`src/verilog/wdtc_pkg.sv`:
```
// package of constants for the watchdog timer control block
package wdtc_pkg;
  // register map (byte addresses, one word per register)
  localparam logic [3:0] WDTC_ADDR_CTRL   = 4'h0;
  localparam logic [3:0] WDTC_ADDR_STATUS = 4'h4;
  // control/status field positions
  localparam int WDTC_BIT_IRQ_FLAG   = 7;
  localparam int WDTC_BIT_IRQ_EN     = 6;
  localparam int WDTC_BIT_SEL3       = 5;
  localparam int WDTC_BIT_CHG_EN     = 4;
  localparam int WDTC_BIT_RST_EN     = 3;
  localparam int WDTC_SEL_LO_MSB     = 2;
  // reset values
  localparam logic [7:0] WDTC_CTRL_RESET = 8'h00;
  // timing
  localparam int WDTC_CHG_WINDOW_CYC = 4;
  localparam int WDTC_BASE_LOG2      = 11;
  localparam logic [3:0] WDTC_SEL_MAX = 4'h9;
  localparam int WDTC_CNT_W          = 21;
  // watchdog oscillator and system clock rates
  localparam int WDTC_OSC_HZ         = 128000;
  localparam int WDTC_SYS_HZ         = 200000000;
  // mode encoding
  typedef enum logic [1:0] {
    WDTC_STOPPED = 2'b00,
    WDTC_IRQ     = 2'b01,
    WDTC_RESET   = 2'b10,
    WDTC_BOTH    = 2'b11
  } wdtc_mode_t;
endpackage

```
`src/verilog/wdtc_counter.sv`:
```
// watchdog counter with selectable time-out length
`timescale 1ns/10ps
`default_nettype none
module wdtc_counter #(
  parameter int CNT_W = wdtc_pkg::WDTC_CNT_W
) (
  // clock and reset
  input  wire logic       i_clk,
  input  wire logic       i_rst_n,
  // control
  input  wire logic       i_run,
  input  wire logic       i_tick,
  input  wire logic       i_restart,
  input  wire logic [3:0] i_sel,
  // event
  output logic            o_timeout
);
  import wdtc_pkg::*;
  logic [CNT_W-1:0] cnt_q;
  logic [CNT_W-1:0] cnt_d;
  logic [CNT_W-1:0] limit;
  // last count before wrap: 2048 << sel, minus one
  assign limit     = (CNT_W'(1) << (WDTC_BASE_LOG2 + int'(i_sel))) - CNT_W'(1);
  assign o_timeout = i_run && i_tick && !i_restart && (cnt_q >= limit);
  // restart clears, stop holds at zero
  assign cnt_d = (i_restart || !i_run || o_timeout) ? '0 :
                 i_tick ? cnt_q + CNT_W'(1) : cnt_q;
  always_ff @(posedge i_clk) begin
    if (!i_rst_n) cnt_q <= '0;
    else          cnt_q <= cnt_d;
  end
endmodule // wdtc_counter
`default_nettype wire

```
`src/verilog/wdtc_osc_tick.sv`:
```
// tick generator standing in for the separate watchdog oscillator
`timescale 1ns/10ps
`default_nettype none
module wdtc_osc_tick #(
  parameter int DIV = wdtc_pkg::WDTC_SYS_HZ / wdtc_pkg::WDTC_OSC_HZ
) (
  // clock and reset
  input  wire logic i_clk,
  input  wire logic i_rst_n,
  // tick out
  output logic      o_tick
);
  import wdtc_pkg::*;
  localparam int W = $clog2(DIV + 1);
  logic [W-1:0] cnt_q;
  logic [W-1:0] cnt_d;
  // free running divider, one pulse per oscillator period
  assign o_tick = (cnt_q == W'(DIV - 1));
  assign cnt_d  = o_tick ? '0 : cnt_q + W'(1);
  always_ff @(posedge i_clk) begin
    if (!i_rst_n) cnt_q <= '0;
    else          cnt_q <= cnt_d;
  end
endmodule // wdtc_osc_tick
`default_nettype wire

```
`src/verilog/wdtc_top.sv`:
```
// watchdog timer control: control/status register, modes and time-out actions
//
// The implementer's own choices: the register addresses and the Avalon-MM register port.
`timescale 1ns/10ps
`default_nettype none
module wdtc_top #(
  parameter int OSC_DIV = wdtc_pkg::WDTC_SYS_HZ / wdtc_pkg::WDTC_OSC_HZ
) (
  // clock and reset
  input  wire logic        i_clk,
  input  wire logic        i_rst_n,
  // avalon-mm slave
  input  wire logic [3:0]  i_avs_address,
  input  wire logic        i_avs_read,
  input  wire logic        i_avs_write,
  input  wire logic [31:0] i_avs_writedata,
  input  wire logic [3:0]  i_avs_byteenable,
  output logic [31:0]      o_avs_readdata,
  output logic             o_avs_waitrequest,
  // system inputs
  input  wire logic        i_reset_cause_flag,
  input  wire logic        i_always_on_fuse,
  input  wire logic        i_global_irq_enable,
  input  wire logic        i_irq_vector_ack,
  input  wire logic        i_watchdog_restart,
  // system outputs
  output logic             o_timeout_irq,
  output logic             o_system_reset_req
);
  import wdtc_pkg::*;

  // register state
  logic       irq_flag_q,   irq_flag_d;
  logic       irq_en_q,     irq_en_d;
  logic       rst_en_q,     rst_en_d;
  logic       chg_en_q,     chg_en_d;
  logic [3:0] sel_q,        sel_d;
  logic [2:0] chg_cnt_q,    chg_cnt_d;
  logic       ack_q;
  logic [31:0] rdata_q,     rdata_d;
  logic       rst_req_q,    rst_req_d;

  // bus decode
  logic       acc;
  logic       wr_ctrl;
  logic       rd_hit;
  logic [7:0] wd;
  assign acc     = (i_avs_read || i_avs_write) && !ack_q;
  // write lands at the edge where waitrequest is low (second cycle)
  assign wr_ctrl = i_avs_write && ack_q && (i_avs_address == WDTC_ADDR_CTRL)
                   && i_avs_byteenable[0];
  assign rd_hit  = acc && i_avs_read;
  assign wd      = i_avs_writedata[7:0];
  // one wait state, answer in second cycle
  assign o_avs_waitrequest = (i_avs_read || i_avs_write) && !ack_q;
  assign o_avs_readdata    = rdata_q;

  // effective enables after fuse and reset-cause overrides
  logic eff_rst_en;
  logic eff_irq_en;
  wdtc_mode_t mode;
  assign eff_rst_en = i_always_on_fuse || i_reset_cause_flag || rst_en_q;
  assign eff_irq_en = !i_always_on_fuse && irq_en_q;
  assign mode       = wdtc_mode_t'({eff_rst_en, eff_irq_en});
  logic run;
  assign run = (mode != WDTC_STOPPED);

  // control register read image
  logic [7:0] ctrl_img;
  assign ctrl_img = {irq_flag_q, eff_irq_en, sel_q[3], chg_en_q,
                     eff_rst_en, sel_q[2:0]};

  // time-out machinery
  logic tick;
  logic timeout;
  wdtc_osc_tick #(.DIV(OSC_DIV)) u_tick (
    .i_clk   (i_clk),
    .i_rst_n (i_rst_n),
    .o_tick  (tick)
  );
  wdtc_counter u_cnt (
    .i_clk     (i_clk),
    .i_rst_n   (i_rst_n),
    .i_run     (run),
    .i_tick    (tick),
    .i_restart (i_watchdog_restart),
    .i_sel     (sel_q),
    .o_timeout (timeout)
  );

  // protected write acceptance
  logic prot_ok;
  logic new_rst_en;
  logic [3:0] new_sel;
  assign prot_ok    = chg_en_q;
  assign new_sel    = {wd[WDTC_BIT_SEL3], wd[WDTC_SEL_LO_MSB:0]};
  assign new_rst_en = wd[WDTC_BIT_RST_EN] ? 1'b1 :
                      (prot_ok ? 1'b0 : rst_en_q);

  // time-out actions per mode
  logic set_flag;
  logic do_reset;
  logic vec_clr;
  assign set_flag = timeout && (mode == WDTC_IRQ ||
                    (mode == WDTC_BOTH && !irq_flag_q));
  assign do_reset = timeout && (mode == WDTC_RESET ||
                    (mode == WDTC_BOTH && irq_flag_q));
  assign vec_clr  = i_irq_vector_ack && irq_flag_q;

  // next-state logic
  always_comb begin
    irq_flag_d = irq_flag_q;
    irq_en_d   = irq_en_q;
    rst_en_d   = rst_en_q;
    chg_en_d   = chg_en_q;
    sel_d      = sel_q;
    chg_cnt_d  = chg_cnt_q;
    rdata_d    = rdata_q;
    rst_req_d  = do_reset;
    // change enable window counts up, then closes
    if (chg_en_q) begin
      if (chg_cnt_q == 3'(WDTC_CHG_WINDOW_CYC - 1)) begin
        chg_en_d = 1'b0;
      end else begin
        chg_cnt_d = chg_cnt_q + 3'h1;
      end
    end
    if (wr_ctrl) begin
      if (wd[WDTC_BIT_IRQ_FLAG]) begin
        irq_flag_d = 1'b0;
      end
      irq_en_d = wd[WDTC_BIT_IRQ_EN];
      // clearing reset enable is blocked while the cause flag stands
      rst_en_d = new_rst_en;
      if (i_reset_cause_flag) begin
        rst_en_d = 1'b1;
      end
      if (prot_ok) begin
        sel_d = new_sel;
      end
      if (wd[WDTC_BIT_CHG_EN] && !chg_en_q) begin
        chg_en_d  = 1'b1;
        chg_cnt_d = 3'h0;
      end else if (!wd[WDTC_BIT_CHG_EN]) begin
        chg_en_d = 1'b0;
      end
    end
    // vector execution clears the flag; combined mode also disarms
    if (vec_clr) begin
      irq_flag_d = 1'b0;
      if (mode == WDTC_BOTH) begin
        irq_en_d = 1'b0;
      end
    end
    // hardware set wins over clear
    if (set_flag) begin
      irq_flag_d = 1'b1;
    end
    // read data
    if (rd_hit) begin
      case (i_avs_address)
        WDTC_ADDR_CTRL:   rdata_d = {24'h000000, ctrl_img};
        WDTC_ADDR_STATUS: rdata_d = {28'h0000000, run, i_reset_cause_flag,
                                     i_always_on_fuse, irq_flag_q};
        default:          rdata_d = 32'h00000000;
      endcase
    end
  end

  // interrupt request gating
  assign o_timeout_irq      = irq_flag_q && eff_irq_en && i_global_irq_enable;
  assign o_system_reset_req = rst_req_q;

  // register updates
  always_ff @(posedge i_clk) begin
    if (!i_rst_n) begin
      irq_flag_q <= WDTC_CTRL_RESET[WDTC_BIT_IRQ_FLAG];
      irq_en_q   <= WDTC_CTRL_RESET[WDTC_BIT_IRQ_EN];
      rst_en_q   <= WDTC_CTRL_RESET[WDTC_BIT_RST_EN];
      chg_en_q   <= WDTC_CTRL_RESET[WDTC_BIT_CHG_EN];
      sel_q      <= 4'h0;
      chg_cnt_q  <= 3'h0;
      ack_q      <= 1'b0;
      rdata_q    <= 32'h00000000;
      rst_req_q  <= 1'b0;
    end else begin
      irq_flag_q <= irq_flag_d;
      irq_en_q   <= irq_en_d;
      rst_en_q   <= rst_en_d;
      chg_en_q   <= chg_en_d;
      sel_q      <= sel_d;
      chg_cnt_q  <= chg_cnt_d;
      ack_q      <= acc;
      rdata_q    <= rdata_d;
      rst_req_q  <= rst_req_d;
    end
  end
endmodule // wdtc_top
`default_nettype wire
```
`config.mk`:
```
export PLATFORM = sky130hd
export DESIGN_NAME = wdtc_top
export DESIGN_NICKNAME = d
export VERILOG_FILES = /design/src/verilog/wdtc_pkg.sv /design/src/verilog/wdtc_counter.sv /design/src/verilog/wdtc_osc_tick.sv /design/src/verilog/wdtc_top.sv
export SDC_FILE = /design/constraint.sdc
export NUM_CORES = 1
export LEC_CHECK = 0
export BUFFER_PORTS_ARGS = -buffer_cell sky130_fd_sc_hd__buf_2
export CAP_MARGIN = 20
export CELL_PAD_IN_SITES_DETAIL_PLACEMENT = 1
export CELL_PAD_IN_SITES_GLOBAL_PLACEMENT = 2
export CORE_MARGIN = 2
export CORE_UTILIZATION = 28
export CTS_BUF_LIST = sky130_fd_sc_hd__clkbuf_16
export CTS_CLUSTER_DIAMETER = 150
export DETAILED_ROUTE_END_ITERATION = 7
export PLACE_DENSITY = 0.74
export SYNTH_ARGS = -nofsm -noshare
export SYNTH_HDL_FRONTEND = slang
export SYNTH_SLANG_ARGS = --single-unit
```
`constraint.sdc`:
```
create_clock -name i_clk -period 2.7 [get_ports i_clk]
set_input_delay 0.135 -clock i_clk [delete_from_list [all_inputs] [get_ports i_clk]]
set_output_delay 0.135 -clock i_clk [all_outputs]
set_load 0.05 [all_outputs]
```
==> flow_metrics.py <==
metrics = {
    "power": {
        "vdd_ir_drop_max_mv": 0.2532,
        "power_density_nw_per_um2": 438.3,
        "leakagePower_nw": 1.488,
        "power_mw": 1.710,
    },
    "setup_path": {
        "cp_cell_sequence": "or3_1 > a21oi_1 > ha_1 > a21boi_1 > o31ai_1 > nand4_1 > buf_12 > a2111oi_0",
        "crit_path_max_incr_delay_ps": 400,
        "crit_path_start_kind": "register",
        "cp_data_required_time_ps": 2870,
        "slowest_stage": "or3_1",
        "endpoint_kind": "register",
        "critical_path_arrival_ps": 2650,
        "cp_max_fo": 23,
        "worstSetupPathType": "reg2reg",
    },
    "logic_synthesis": {
        "async_flop_share_pct": 0,
        "avgSynthCellArea_sq_um": 8.666,
        "synth_top_area_share_pct": 31.07,
        "ys_ff_latch": 53,
        "netlist_instances": 394,
        "synth_common_cells": "dfxtp_1 (53), nor2_1 (33), nand2_1 (28)",
        "synth_area_sq_um": 3415,
        "ys_types": 52,
        "ys_seq_area_share_pct": 31.07,
        "synthTopCellsByArea": "dfxtp_1 (31%), ha_1 (9.5%), buf_4 (5.3%)",
        "synth_top_flop_cell": "dfxtp_1",
        "synth-warning-count": 0,
        "synth_edf_count": 0,
        "synth_top_area_cell": "dfxtp_1",
        "yosys.cell_count.top_type": "dfxtp_1",
    },
    "worst_hold_path": {
        "worstHoldPathType": "in2reg",
    },
    "sta": {
        "finalSetupViolCount": 0,
        "fin_setup_tns_ps": 0,
        "slew_headroom_pct": 64.73,
        "slew_viol_final": 0,
        "rsz0062_at_grt": "no",
        "clock_skew_ps": 8.512,
        "fmax_ghz": 0.4036,
        "hold_viol_final": 0,
        "period_minus_slack_ps": 2478,
        "min_period_over_period_pct": 91.77,
        "worstMarginPinSlew_ps": 529.1,
    },
    "global_route": {
        "grt_pass1_vias": 2947,
        "antenna_found_initial": 0,
        "grt_overflow_total": 0,
        "grtUsageTotal_pct": 13.95,
        "grt_max_degree": 37,
        "grt_pass1_wl_mm": 14.81,
    },
    "layout": {
        "synthToLayoutAreaGrowth_pct": 14.29,
        "seq_area_sq_um": 1061,
        "final_nets": 503,
        "antenna_cells": 0,
        "nFillCells": 1430,
        "final_layout_size_suffix_gt1_share_pct": 18.88,
        "multi_input_area_sq_um": 2163,
    },
    "routing": {
        "wl_per_cell_um": 15.02,
        "totalWireLength_mm": 8.652,
        "drtPass1Iterations": 6,
        "drc": 0,
        "drtAntennaViolNets": 0,
        "via_count": 2853,
        "drt_iter0_markers": 89,
        "viasPerCell": 4.953,
    },
    "clock_network": {
        "clkTransAtPathRegs_ps": 70,
        "clock_latency_ps": 290,
        "cts_inserted_buffers": 5,
        "cts_buffer_depth": 2,
        "ctsHoldBuffers": 0,
        "h-tree-depth": 2,
        "cts-root-buf": "clkbuf_16",
        "cts_tree": "yes",
        "clkSinkCount": 53,
    },
    "placement": {
        "gp_congestion": 0.7446,
        "hpwl_mm": 6.488,
        "portBuffers": 32,
    },
    "die": {
        "die_w_um": 114.4,
        "io_pins": 84,
        "start_util_pct": 28.55,
        "rows": 40,
        "coreArea_sq_um": 11960,
        "fp.dieArea_sq_um": 13090,
        "die_y_um": 114.4,
    },
    "flow_run": {
        "cap_violations": 0,
    },
    "outcome": {
        "outcome": "completed",
    },
}
## cell type report
class,instances,share of cell area (%)
multi-input combinational,308,55.43
sequential,53,27.19
timing repair buffer,44,6.733
tap,147,4.713
clock buffer,5,3.206
inverter,16,1.539
clock inverter,3,1.186
## final timing paths
path | to | startpoint | cells after the start | slack (ps)
setup / recovery | u_cnt.cnt_q[14]$_SDFFE_PP0N_ | sel_q[1]$_SDFFE_PN0P_ | 8 | 220
hold / removal | irq_en_q$_SDFF_PN0_ | i_avs_writedata[6] | 3 | 80
setup reg to reg | u_cnt.cnt_q[14]$_SDFFE_PP0N_ | sel_q[1]$_SDFFE_PN0P_ | 8 | 220
hold reg to reg | chg_cnt_q[2]$_SDFF_PN0_ | chg_cnt_q[2]$_SDFF_PN0_ | 2 | 430
## layout by cell type (no fill, tap or decap), types with 3 or more instances in the layout
cell type / n
buf_4: 11
conb_1: 31
o21ai_0: 6
nand4_1: 13
mux2i_1: 5
nor2_1: 33
a211oi_1: 3
ha_1: 26
nor4_1: 5
clkbuf_16: 5
and4_1: 4
a2111oi_2: 14
nor4_2: 3
or3_1: 4
xor2_1: 12
nand3_1: 19
dfxtp_1: 53
inv_1: 15
o31ai_1: 4
nor3_2: 6
nand2_1: 28
a21oi_1: 23
nor3_1: 8
buf_2: 32
nor2b_1: 3
xnor2_1: 18
and3_1: 6
a2111oi_0: 4
a2111oi_1: 3
## power breakdown
part           internal (mW)  switching, mW  total (mW)
clock                  0.439          0.299       0.739
sequential             0.787        0.00690       0.794
combinational         0.0351          0.143       0.178
## state kept, by name (all words and copies together) (netlist names)
signal and count:
u_cnt.cnt_q 21, chg_en_q 1, chg_cnt_q 3, irq_en_q 1, o_system_reset_req 1, rst_en_q 1
o_avs_readdata 8, sel_q 4, u_tick.cnt_q 11, irq_flag_q 1, ack_q 1
## timing repair
action | 4_1_cts | 5_1_grt
setup buffers | 0 | 0
resized for setup | 0 | 9
setup endpoints to repair | 0 | 5
## critical path, delay by kind of cell, from the launching register on
kind,cells,cell delay (ps)
buffers and inverters,1,210
AO/OA/AOI/OAI,4,950
flip-flops,1,350
adder cells (fa/ha/maj),1,270
AND/OR/NAND/NOR,2,580
## cells by family after synthesis
kind of cell,after synthesis,share of synthesized area (%)
mux,5,1.466
other cells,2,0.2199
xor+xnor,30,7.695
simple gates,144,23.67
compound gates,72,16.64
flops,53,31.07
buf+inv,62,9.710
fa+ha+maj,26,9.527
## stage by stage
stage	worst slack [ps]	instances	cell area (sq um)	hold WS (ps)	util, %
floorplan	128.8	423	3523	266.8	-
global placement	249.2	568	3709	390.2	31.00
detailed placement	206.0	568	3709	396.5	31.00
CTS	158.9	576	3880	78.87	32.44
global route	0.2629	576	3902	74.94	32.63
finish	222.3	576	3902	76.16	32.63
## per-layer routing
metal	share of wire [%]	global-route usage [%]
met1	46	18.39
met2	52	24.65
met3	1.2	1.429
met4	0.52	2.927
met5	0	0
(Power assumes the default switching activity.)
